<file path="config.mk">
export PLATFORM = sky130hd
export DESIGN_NAME = ccr_top
export DESIGN_NICKNAME = d
export VERILOG_FILES = /design/src/rtl/ccr_pkg.sv /design/src/rtl/ccr_dbg_if.sv /design/src/rtl/ccr_dbg_mux.sv /design/src/rtl/ccr_top.sv
export SDC_FILE = /design/constraint.sdc
export NUM_CORES = 1
export LEC_CHECK = 0
export BUFFER_PORTS_ARGS = -buffer_cell sky130_fd_sc_hd__buf_4
export CORE_ASPECT_RATIO = 1.1
export CORE_MARGIN = 3
export CORE_UTILIZATION = 55
export DETAILED_ROUTE_END_ITERATION = 16
export PLACE_DENSITY = 0.76
export SLEW_MARGIN = 5
export SYNTH_ARGS = -nofsm -noshare
export SYNTH_HDL_FRONTEND = slang
export SYNTH_HIERARCHICAL = 1
export SYNTH_SLANG_ARGS = --single-unit
</file>
<file path="constraint.sdc">
create_clock -name core_clk_i -period 3.3 [get_ports core_clk_i]
set_clock_uncertainty 0.15 [all_clocks]
set_input_delay 0.825 -clock core_clk_i [delete_from_list [all_inputs] [get_ports core_clk_i]]
set_output_delay 0.825 -clock core_clk_i [all_outputs]
set_load 0.01 [all_outputs]
</file>
<file path="src/rtl/ccr_pkg.sv">
// constants and types of the comm controller configuration bank
package ccr_pkg;
   // ---------------------------------------------------------------
   // register offsets (byte addresses)
   // ---------------------------------------------------------------
   localparam logic [7:0] OFF_MODULE_CTRL = 8'h00;
   localparam logic [7:0] OFF_DEBUG_PIN_SELECT = 8'h38;
   localparam logic [7:0] OFF_CONFIG_EXIT_DELAY = 8'h3c;
   localparam logic [7:0] OFF_NETMGMT_VECTOR_LENGTH = 8'h3e;
   localparam logic [7:0] OFF_SYNC_FRAME_IDENT = 8'h94;
   localparam logic [7:0] OFF_SYNC_HEADER_CHECKSUM = 8'h96;
   localparam logic [7:0] OFF_IDLE_DETECT_MINISLOTS = 8'haa;
   localparam logic [7:0] OFF_GUARDIAN_TICK_PERIOD = 8'hae;
   localparam logic [7:0] OFF_OFFSET_CORR_START_TIME = 8'he0;

   // ---------------------------------------------------------------
   // field positions
   // ---------------------------------------------------------------
   localparam int CTRL_CONFIG_BIT = 0;
   localparam int CTRL_EXIT_PEND_BIT = 1;
   localparam int SYNC_SUP_BIT = 15;
   localparam int SYNC_ID_W = 11;
   localparam int CRC_W = 11;
   localparam int VLEN_W = 4;
   localparam int BGT_W = 5;
   localparam int IDLE_W = 4;
   localparam int SOC_W = 14;
   localparam int DLY_W = 16;
   localparam int SEL_W = 4;
   localparam int DATA_W = 16;
   localparam int TICK_SEL_LSB = 4;

   // ---------------------------------------------------------------
   // timing
   // ---------------------------------------------------------------
   // exit delay is programmed in steps of eight microticks
   localparam int EXIT_STEP_SHIFT = 3;
   localparam int EXIT_CNT_W = DLY_W + EXIT_STEP_SHIFT;
   localparam logic [EXIT_CNT_W-1:0] EXIT_CNT_ONE = 19'h00001;

   // ---------------------------------------------------------------
   // reset values
   // ---------------------------------------------------------------
   localparam logic [DATA_W-1:0] RST_ZERO = 16'h0000;

   // ---------------------------------------------------------------
   // debug selection codes
   // ---------------------------------------------------------------
   localparam logic [SEL_W-1:0] DBG_NORMAL = 4'h0;
   localparam int DBG_CODES = 16;
   localparam logic [DBG_CODES-1:0] DBG_LEVEL_MASK = 16'h1010;

   typedef enum logic [1:0] {
      CCR_ST_CONFIG = 2'b00,
      CCR_ST_EXIT_WAIT = 2'b01,
      CCR_ST_RUN = 2'b10
   } ccr_state_t;
endpackage : ccr_pkg

</file>
<file path="src/rtl/ccr_dbg_if.sv">
// debug pin selection signals between the bank and its pin multiplexer
`timescale 1ns/100ps
interface ccr_dbg_if;
   logic [3:0] sel_tick;
   logic [3:0] sel_arm;
   logic [15:0] src;
   logic norm_tick;
   logic norm_arm;
   logic out_tick;
   logic out_arm;
   modport mux (
      input sel_tick,
      input sel_arm,
      input src,
      input norm_tick,
      input norm_arm,
      output out_tick,
      output out_arm
   );
   modport ctl (
      output sel_tick,
      output sel_arm,
      output src,
      output norm_tick,
      output norm_arm,
      input out_tick,
      input out_arm
   );
endinterface : ccr_dbg_if

</file>
<file path="src/rtl/ccr_dbg_mux.sv">
// per-pin selection of normal function or a debug source
`timescale 1ns/100ps
module ccr_dbg_mux
   import ccr_pkg::*;
(
   ccr_dbg_if.mux dbg
);
   // two pins choose independently, same code allowed on both
   always_comb begin
      if (dbg.sel_tick == DBG_NORMAL) begin
         dbg.out_tick = dbg.norm_tick;
      end else begin
         dbg.out_tick = dbg.src[dbg.sel_tick];
      end
      if (dbg.sel_arm == DBG_NORMAL) begin
         dbg.out_arm = dbg.norm_arm;
      end else begin
         dbg.out_arm = dbg.src[dbg.sel_arm];
      end
   end
endmodule : ccr_dbg_mux

</file>
<file path="src/rtl/ccr_top.sv">
// comm controller configuration register bank with debug pin port
// ------------------------------------------------------------------
// Function
// - vector length 4 bits, 0..12, config only
// - sync id 11 bits; zero means no sync
// - sync register bit 15 marks startup node
// - sync header crc 11 bits, config only
// - matching sync buffer gets stored header crc
// - guardian tick period equals programmed microticks
// - leave config after delay times eight microticks
// - upper nibble tick pin, lower nibble arm
// - both pin selections independent of each other
// - code zero keeps normal guardian pin function
// - codes 1-3, 8-10 select protocol events
// - codes 4-7 select channel A signals
// - codes 12-15 select channel B signals
// - offset correction starts after programmed macroticks
// - idle check length 1..15 minislots
// - protocol fields config only; debug always writable
// - hard reset clears sync, length, delay, debug
// ------------------------------------------------------------------
`timescale 1ns/100ps
module ccr_top
   import ccr_pkg::*;
(
   // clock and reset
   input wire logic core_clk_i,
   input wire logic rstn_i,
   // register port
   input wire logic [7:0] reg_addr_i,
   input wire logic [15:0] reg_wdata_i,
   input wire logic reg_wr_i,
   input wire logic reg_rd_i,
   output logic [15:0] reg_rdata_o,
   // protocol timing inputs
   input wire logic macrotick_evt_i,
   input wire logic cycle_start_evt_i,
   input wire logic protocol_state_change_evt_i,
   input wire logic static_slot_start_evt_i,
   input wire logic minislot_start_evt_i,
   // channel A indications
   input wire logic filtered_rx_chan_a_i,
   input wire logic dyn_slot_start_chan_a_i,
   input wire logic frame_start_chan_a_i,
   input wire logic valid_frame_chan_a_i,
   // channel B indications
   input wire logic filtered_rx_chan_b_i,
   input wire logic dyn_slot_start_chan_b_i,
   input wire logic frame_start_chan_b_i,
   input wire logic valid_frame_chan_b_i,
   // transmit buffer header path
   input wire logic txbuf_sync_sel_i,
   input wire logic [10:0] txbuf_frame_id_i,
   input wire logic [10:0] txbuf_hdr_crc_i,
   output logic [10:0] tx_hdr_crc_o,
   // normal guardian arm function
   input wire logic guardian_arm_i,
   // guardian and debug pins
   output logic guardian_tick_pin_o,
   output logic guardian_arm_pin_o,
   // configuration seen by the protocol engine
   output logic config_state_o,
   output logic sync_tx_enable_o,
   output logic startup_node_flag_o,
   output logic [3:0] vector_len_bytes_o,
   output logic [3:0] idle_minislot_field_o,
   output logic offset_corr_start_o
);

   // ---------------------------------------------------------------
   // state
   // ---------------------------------------------------------------
   typedef struct packed {
      ccr_state_t state;
      logic [EXIT_CNT_W-1:0] exit_cnt;
      logic [VLEN_W-1:0] vlen;
      logic [SYNC_ID_W-1:0] sync_id;
      logic startup_node_flag;
      logic [CRC_W-1:0] sync_crc;
      logic [BGT_W-1:0] guardian_tick_pin;
      logic [DLY_W-1:0] exit_dly;
      logic [2*SEL_W-1:0] dbg_sel;
      logic [SOC_W-1:0] soc_start;
      logic [IDLE_W-1:0] idle_len;
      logic [BGT_W-1:0] tick_cnt;
      logic tick;
      logic [SOC_W-1:0] mt_cnt;
      logic soc_pulse;
      logic [DBG_CODES-1:0] evt_q;
      logic [DATA_W-1:0] rdata;
      logic tick_pin;
      logic arm_pin;
      logic [CRC_W-1:0] hdr_crc;
      logic sync_tx_en;
   } ccr_regs_t;

   ccr_regs_t s;
   ccr_regs_t next_s;
   logic [DBG_CODES-1:0] dbg_raw;
   logic [DBG_CODES-1:0] dbg_src;
   logic cfg_write_ok;
   logic ctrl_wr;

   ccr_dbg_if dbg ();

   // ---------------------------------------------------------------
   // debug sources
   // ---------------------------------------------------------------
   always_comb begin
      dbg_raw = '0;
      dbg_raw[1] = protocol_state_change_evt_i;
      dbg_raw[2] = static_slot_start_evt_i;
      dbg_raw[3] = minislot_start_evt_i;
      dbg_raw[4] = filtered_rx_chan_a_i;
      dbg_raw[5] = dyn_slot_start_chan_a_i;
      dbg_raw[6] = frame_start_chan_a_i;
      dbg_raw[7] = valid_frame_chan_a_i;
      dbg_raw[8] = cycle_start_evt_i;
      dbg_raw[9] = macrotick_evt_i;
      dbg_raw[10] = s.soc_pulse;
      dbg_raw[12] = filtered_rx_chan_b_i;
      dbg_raw[13] = dyn_slot_start_chan_b_i;
      dbg_raw[14] = frame_start_chan_b_i;
      dbg_raw[15] = valid_frame_chan_b_i;
   end

   // events become one-cycle pulses even if the source stretches them
   genvar gi;
   generate
      for (gi = 0; gi < DBG_CODES; gi++) begin : g_src
         if (DBG_LEVEL_MASK[gi]) begin : g_level
            assign dbg_src[gi] = dbg_raw[gi];
         end else begin : g_event
            assign dbg_src[gi] = dbg_raw[gi] & ~s.evt_q[gi];
         end
      end
   endgenerate

   assign dbg.sel_tick = s.dbg_sel[2*SEL_W-1:TICK_SEL_LSB];
   assign dbg.sel_arm = s.dbg_sel[SEL_W-1:0];
   assign dbg.src = dbg_src;
   assign dbg.norm_tick = s.tick;
   assign dbg.norm_arm = guardian_arm_i;

   ccr_dbg_mux u_dbg_mux (
      .dbg(dbg.mux)
   );

   // ---------------------------------------------------------------
   // next state
   // ---------------------------------------------------------------
   assign cfg_write_ok = reg_wr_i && (s.state == CCR_ST_CONFIG);
   assign ctrl_wr = reg_wr_i && (reg_addr_i == OFF_MODULE_CTRL);

   always_comb begin
      next_s = s;
      next_s.evt_q = dbg_raw;
      next_s.tick_pin = dbg.out_tick;
      next_s.arm_pin = dbg.out_arm;
      next_s.rdata = RST_ZERO;

      // debug selection may change in any state
      if (reg_wr_i && reg_addr_i == OFF_DEBUG_PIN_SELECT) begin
         next_s.dbg_sel = reg_wdata_i[2*SEL_W-1:0];
      end

      // protocol fields only while configuring
      if (cfg_write_ok) begin
         case (reg_addr_i)
            OFF_CONFIG_EXIT_DELAY: begin
               next_s.exit_dly = reg_wdata_i;
            end
            OFF_NETMGMT_VECTOR_LENGTH: begin
               next_s.vlen = reg_wdata_i[VLEN_W-1:0];
            end
            OFF_SYNC_FRAME_IDENT: begin
               next_s.sync_id = reg_wdata_i[SYNC_ID_W-1:0];
               next_s.startup_node_flag = reg_wdata_i[SYNC_SUP_BIT];
            end
            OFF_SYNC_HEADER_CHECKSUM: begin
               next_s.sync_crc = reg_wdata_i[CRC_W-1:0];
            end
            OFF_IDLE_DETECT_MINISLOTS: begin
               next_s.idle_len = reg_wdata_i[IDLE_W-1:0];
            end
            OFF_GUARDIAN_TICK_PERIOD: begin
               next_s.guardian_tick_pin = reg_wdata_i[BGT_W-1:0];
            end
            OFF_OFFSET_CORR_START_TIME: begin
               next_s.soc_start = reg_wdata_i[SOC_W-1:0];
            end
            default: begin
            end
         endcase
      end

      // configuration state sequencing
      case (s.state)
         CCR_ST_CONFIG: begin
            if (ctrl_wr && !reg_wdata_i[CTRL_CONFIG_BIT]) begin
               // zero delay leaves on the very next edge
               next_s.exit_cnt = EXIT_CNT_W'(s.exit_dly) << EXIT_STEP_SHIFT;
               if (s.exit_dly == RST_ZERO) begin
                  next_s.state = CCR_ST_RUN;
               end else begin
                  next_s.state = CCR_ST_EXIT_WAIT;
               end
            end
         end
         CCR_ST_EXIT_WAIT: begin
            if (ctrl_wr && reg_wdata_i[CTRL_CONFIG_BIT]) begin
               next_s.state = CCR_ST_CONFIG;
            end else if (s.exit_cnt == EXIT_CNT_ONE) begin
               next_s.state = CCR_ST_RUN;
            end else begin
               next_s.exit_cnt = s.exit_cnt - EXIT_CNT_ONE;
            end
         end
         CCR_ST_RUN: begin
            if (ctrl_wr && reg_wdata_i[CTRL_CONFIG_BIT]) begin
               next_s.state = CCR_ST_CONFIG;
            end
         end
         default: begin
            next_s.state = CCR_ST_CONFIG;
         end
      endcase

      // guardian tick: one pulse per programmed number of microticks
      next_s.tick = 1'b0;
      if (s.state == CCR_ST_CONFIG) begin
         next_s.tick_cnt = '0;
      end else if (s.tick_cnt >= s.guardian_tick_pin - 5'h1) begin
         next_s.tick_cnt = '0;
         next_s.tick = 1'b1;
      end else begin
         next_s.tick_cnt = s.tick_cnt + 5'h1;
      end

      // offset correction start, macroticks counted from cycle start
      next_s.soc_pulse = 1'b0;
      if (cycle_start_evt_i) begin
         next_s.mt_cnt = '0;
      end else if (macrotick_evt_i) begin
         next_s.mt_cnt = s.mt_cnt + 14'h1;
         if (s.mt_cnt == s.soc_start && s.state != CCR_ST_CONFIG) begin
            next_s.soc_pulse = 1'b1;
         end
      end

      // sync header crc substitution on the transmit path
      next_s.hdr_crc = txbuf_hdr_crc_i;
      if (txbuf_sync_sel_i && txbuf_frame_id_i == s.sync_id &&
          s.sync_id != '0) begin
         next_s.hdr_crc = s.sync_crc;
      end
      next_s.sync_tx_en = (s.sync_id != '0);

      // read data stands only in the cycle after the strobe
      if (reg_rd_i) begin
         case (reg_addr_i)
            OFF_MODULE_CTRL: begin
               next_s.rdata[CTRL_CONFIG_BIT] = (s.state == CCR_ST_CONFIG);
               next_s.rdata[CTRL_EXIT_PEND_BIT] =
                  (s.state == CCR_ST_EXIT_WAIT);
            end
            OFF_DEBUG_PIN_SELECT: begin
               next_s.rdata[2*SEL_W-1:0] = s.dbg_sel;
            end
            OFF_CONFIG_EXIT_DELAY: begin
               next_s.rdata = s.exit_dly;
            end
            OFF_NETMGMT_VECTOR_LENGTH: begin
               next_s.rdata[VLEN_W-1:0] = s.vlen;
            end
            OFF_SYNC_FRAME_IDENT: begin
               next_s.rdata[SYNC_ID_W-1:0] = s.sync_id;
               next_s.rdata[SYNC_SUP_BIT] = s.startup_node_flag;
            end
            OFF_SYNC_HEADER_CHECKSUM: begin
               next_s.rdata[CRC_W-1:0] = s.sync_crc;
            end
            OFF_IDLE_DETECT_MINISLOTS: begin
               next_s.rdata[IDLE_W-1:0] = s.idle_len;
            end
            OFF_GUARDIAN_TICK_PERIOD: begin
               next_s.rdata[BGT_W-1:0] = s.guardian_tick_pin;
            end
            OFF_OFFSET_CORR_START_TIME: begin
               next_s.rdata[SOC_W-1:0] = s.soc_start;
            end
            default: begin
               next_s.rdata = RST_ZERO;
            end
         endcase
      end
   end

   // ---------------------------------------------------------------
   // registers
   // ---------------------------------------------------------------
   // fields of undefined reset value are cleared too, for determinism
   always_ff @(posedge core_clk_i or negedge rstn_i) begin
      if (!rstn_i) begin
         s <= '0;
      end else begin
         s <= next_s;
      end
   end

   assign reg_rdata_o = s.rdata;
   assign tx_hdr_crc_o = s.hdr_crc;
   assign guardian_tick_pin_o = s.tick_pin;
   assign guardian_arm_pin_o = s.arm_pin;
   assign config_state_o = (s.state == CCR_ST_CONFIG);
   assign sync_tx_enable_o = s.sync_tx_en;
   assign startup_node_flag_o = s.startup_node_flag;
   assign vector_len_bytes_o = s.vlen;
   assign idle_minislot_field_o = s.idle_len;
   assign offset_corr_start_o = s.soc_pulse;
endmodule : ccr_top

</file>
# Yosys cells after proc, flatten, opt, wreduce, memory -nomap -nowiden
# Cells that the tools add are included.
# op_classes
n_addsub	4
n_lt_le_gt_ge	3
eq_ne	18
n_mux	33
bitwise_logic	24
reduce_logical	27
# op_table
cell	count
$eq 8x8->1 const B	5
$mux 19	2
$pmux 19 s2	1
$eq 8x6->1 const B	3
$mux 21	1
$eq 19x1->1 const B	1
$sub 19x1->19 const B	1
$pmux 2 s9	1
$logic_not 16->1	1
$mux 16	1
$pmux 2 s8	1
$mux 15	1
$pmux 3 s5	1
$add 14x1->14 const B	1
$eq 14x14->1	1
$mux 14	1
$reduce_and 2->1	7
$and 1x1->1	12
$not 1->1	12
$pmux 3 s4	1
$eq 11x11->1	1
$mux 11	1
$reduce_bool 11->1	1
$lt 4x5->1 const B	2
24 further kinds	49
# totals
ff_bits	160
in_bits	65
out_inout_bits	41
elab_cells	130

# Logic depth before layout (Yosys ltp)
# logic_depth
ltp_word	5
depth_mapped	8

# By module
# Netlist, hierarchy kept.
# modules_own_cells
module	instances	cells_per_inst	area_per_inst_um2	seq_area_each_um2
ccr_top	1	695	7888.8	3953.8
ccr_dbg_mux	1	32	297.8	0.0

# Least setup slack after synthesis
# OpenSTA, ideal clock, no wires.
# synth_timing
kind	input-to-reg
start	input reg_addr_i[3]
end	register s[75] (netlist name)
arrival_ns	2.308
t_required_ns	3.025
path_slack_ns	0.718
path_stages	6
path_cell_list	buf_2 > nor4_4 > nand4_1 > nor2_1 > buf_2 > mux2_2
# synth_between
elab_chain_len	2
# synth_lines
item	line_no	text
start: declaration	ccr_top.sv:30	input wire logic [7:0] reg_addr_i,
$eq 8x8->1	ccr_top.sv:169	case (reg_addr_i)
$reduce_and 2->1 (no source line)	-	
end signal: assignment	ccr_top.sv:307	s <= next_s;
end: declaration	ccr_top.sv:97	ccr_regs_t s;
# Every way passes these cells.
# A chain may end at the register's enable or synchronous reset.

# Worst setup path after layout
# layout_timing
start	register s[141] (netlist name)
end	register s[159] (netlist name)
# layout_between
elab_chain_len	4
elab_cells_between_ends	7
classes_between	add/sub (1); eq/ne (2); mux (3); reduce/logical (1)
# layout_lines
item	line_no	text
$sub 19x1->19	ccr_top.sv:216	next_s.exit_cnt = s.exit_cnt - EXIT_CNT_ONE;
$mux 19	ccr_top.sv:213	end else if (s.exit_cnt == EXIT_CNT_ONE) begin
$mux 19	ccr_top.sv:211	if (ctrl_wr && reg_wdata_i[CTRL_CONFIG_BIT]) begin
$pmux 19 s2	ccr_top.sv:198	case (s.state)
# Several ways; a longest one is shown, not always the timed one. The select of a mux whose other input is x is not followed.

==> flow_summary_export.csv <==
group,metric,value,unit
yosys,post_synth_edffs,0,
routing,drt_pass1_iterations,5,
placement,placement.io_buffers,105,
sta,maxSlewViolCount,0,
layout,finalInstanceArea,9557,sq um
routing,drt-vias-per-instance,6.261,
sta,worst_pin_slew,0.7451,ns
routing,met1Wirelength,8915,microns
layout,final_common_cell,"sky130_fd_sc_hd__dfrtp_1",
routing,route.vias.total,6311,
pwr,power.total,5.263,mW
clocking,tritoncts,"yes",
setup_path,cp_data_required_time,3.50,ns
clocking,worst_skew_pair.late_latency,0.43,ns
setup_path,timing.critical_path.to_type,"flop",
sta,setup_total_negative_slack,0,ns
setup_path,crit_path_max_fanout,6,
yosys,synthArstFlopShare,100.0,%
die,die_width,122.3,microns
placement,dpl.hpwl,15670,microns
grt,grt_pass1_wl,34780,microns
layout,finish.net_count,878,
routing,postRouteAntennaNets,0,
status,outcome,"completed",
yosys,yosys.area.top_type,"sky130_fd_sc_hd__dfrtp_1",
sta,setup_viol,0,
yosys,post_synth_inst_count,727,
yosys,synth_sequential_area_ratio,48.30,%
yosys,synth-main-ff-cell,"sky130_fd_sc_hd__dfrtp_1",
clocking,clock_sinks,158,
die,placeableCoreArea,14500,sq um
die,design.die.area,16390,sq um
sta,final_worst_path_period_share,78.83,%
yosys,post_synth_instance_area,8187,sq um
setup_path,cp.buffers_inverters,1,
die,initial_core_util,56.44,%
clocking,cts_inserted_buffers,17,
layout,num_antenna_cells,0,
setup_path,path_class,"reg -> reg",
yosys,seq_cells_post_synth,158,
layout,highest_count_cells_in_the_layout_ignoring_fill_and_taps,"sky130_fd_sc_hd__dfrtp_1, sky130_fd_sc_hd__buf_4, sky130_fd_sc_hd__mux2_2, sky130_fd_sc_hd__nand2_1, sky130_fd_sc_hd__nor2_1",
routing,route.met3.wl,1336,microns
yosys,synth.avg_cell_area,11.26,sq um
clocking,clock_tree.root_cell,"sky130_fd_sc_hd__clkbuf_16",
die,fp.dieH,134.0,microns
setup_path,cp_data_arrival_time,2.80,ns
routing,total_met2_wirelength_after_detailed_routing,10550,microns
setup_path,slowest_stage,"sky130_fd_sc_hd__nor3_1",
sta,rsz_0062_raised_after_global_routing,"no",
clocking,cts_buffer_depth,2,
grt,number_of_global_route_vias_before_repair,6496,
yosys,synthesis.yosys.warnings,6,
grt,grt_use_total,27.33,%
clocking,postCtsSetupBuffers,0,
routing,drc,0,
grt,grt_antenna_before_repair,0,
die,floorplan.io_pins,106,
sta,timing.fmax,0.3844,GHz
setup_path,crit_chain,"inv_1 > ha_1 > or3b_2 > nor3_1 > nand3_1 > a21boi_0 > a2bb2oi_1",
layout,area.growth.synth_to_final,16.74,%
pwr,power_per_cell_area,550.7,nW/um^2
layout,postLayoutCoreUtil,65.89,%
setup_path,critPathMaxStageDelay,0.57,ns
yosys,yosysUniqueCellTypes,72,
setup_path,critPathLaunchType,"flop",
clocking,cts.repair.resized,0,
layout,num-fill-cells,1139,
sta,final_period_minus_worst_setup_slack,2.602,ns
clocking,cts-hold-fix-buffers,0,
layout,layout-drive-gt1-share,31.37,%
sta,slew_headroom,49.87,%
job,max_cap_viol_count,0,
routing,routed_wirelength,21410,microns
yosys,synthDominantCellAreaShare,48.30,%
routing,detailedRoute.firstIterationViolations,710,
clocking,clkSlewWorstSetupHoldPaths,0.07,ns
yosys,post_synth_main_area_contributors,"sky130_fd_sc_hd__dfrtp_1, sky130_fd_sc_hd__mux2_2, sky130_fd_sc_hd__buf_4",
pwr,vdd_ir_drop_max,0.3815,mV
sta,finalHoldViolations,0,
die,rows,46,
routing,post_drt_wl_per_cell,21.24,microns
grt,globalRouteOverflowTotal,0,
clocking,number_of_h_tree_levels,4,
routing,top_routing_layer_used,"met4",
pwr,power.static_leakage,4.329,nW
grt,grt_max_degree,60,
setup_path,path_delay_family,"simple AND/OR/NAND/NOR gates",
min_path,worstHoldPathType,"in -> async",
placement,postPlaceCellArea,8957,sq um
placement,gp_congestion,0.8910,
-- sequential cells by signal, indices dropped and copies added, names as in the netlist, 4 cells and up --
| name | count |
|---|---|
| dbg.sel_arm | 4 |
| vector_len_bytes_o | 4 |
| tx_hdr_crc_o | 11 |
| reg_rdata_o | 16 |
| idle_minislot_field_o | 4 |
| s | 109 |
| dbg.sel_tick | 4 |
-- synthesized netlist by cell type, types with 16 or more instances --
library cell / n
sky130_fd_sc_hd__nand3_1: 22
sky130_fd_sc_hd__xor2_1: 19
sky130_fd_sc_hd__xnor2_1: 22
sky130_fd_sc_hd__clkbuf_1: 18
sky130_fd_sc_hd__nor2_1: 36
sky130_fd_sc_hd__nand2_1: 40
sky130_fd_sc_hd__a21oi_1: 29
sky130_fd_sc_hd__dfrtp_1: 158
sky130_fd_sc_hd__buf_4: 35
sky130_fd_sc_hd__nor2b_1: 23
sky130_fd_sc_hd__a22oi_1: 16
sky130_fd_sc_hd__mux2_2: 86
-- metal layers --
layer / vias to the layer above / track usage [%]
li1: 2835 / -
met1: 3149 / 36.64
met2: 273 / 44.52
met3: 54 / 4.682
met4: 0 / 10.52
met5: - / 0
-- worst paths after layout --
path | from | end | slack, ns | cells past startpoint
max reg2reg | s[141] | s[159] | 0.70 | 7
max | s[141] | s[159] | 0.70 | 7
min in group core_clk_i | offset_corr_start_o | s[40] | 0.26 | 0
max in group asynchronous | rstn_i | s[110] | 2.05 | 2
min | rstn_i | tx_hdr_crc_o[7] | 0.21 | 1
min reg2reg | offset_corr_start_o | s[40] | 0.26 | 0
-- report_power, final --
group | total, mW | internal [mW] | switching [mW]
Combinational | 0.866 | 0.413 | 0.453
Sequential | 2.40 | 2.13 | 0.268
Clock | 2.00 | 1.14 | 0.855
Total | 5.26 | 3.69 | 1.58
-- worst register-to-register path: stages (launching register included) --
cell and delay (ns):
sky130_fd_sc_hd__dfrtp_1 0.43, sky130_fd_sc_hd__inv_1 0.08, sky130_fd_sc_hd__ha_1 0.19, sky130_fd_sc_hd__or3b_2 0.50, sky130_fd_sc_hd__nor3_1 0.58, sky130_fd_sc_hd__nand3_1 0.20, sky130_fd_sc_hd__a21boi_0 0.23, sky130_fd_sc_hd__a2bb2oi_1 0.18
-- kinds of logic after synthesis --
family / share of synthesized area (%)
other cells: 0.04581
xor+xnor: 4.386
mux: 14.32
simple gates: 14.83
buf+inv: 5.273
fa+ha+maj: 1.528
flops: 48.30
compound gates: 11.33
-- per-stage QoR --
stage                     setup WS, ns  hold slack (ns)  cells
final                           0.6985           0.2066   1008
after global routing            0.6128           0.2405   1008
after CTS                       0.7030           0.2220   1008
after detailed placement        0.4576           0.2369    976
after global placement          0.5185           0.2364    976
after floorplan                 0.7177           0.2780    728
-- final cells by class --
| type | instances | area, sq um | share of cell area [%] |
|---|---|---|---|
| flip-flops and latches | 158 | 3954 | 41.37 |
| multi-input cells | 497 | 3805 | 39.81 |
| inverters | 7 | 26.28 | 0.2749 |
| clock buffers | 18 | 429.2 | 4.491 |
| repair buffers | 122 | 932.1 | 9.754 |
| clock inverters | 14 | 170.2 | 1.781 |
| well taps | 192 | 240.2 | 2.514 |
(Power assumes the default switching activity.)
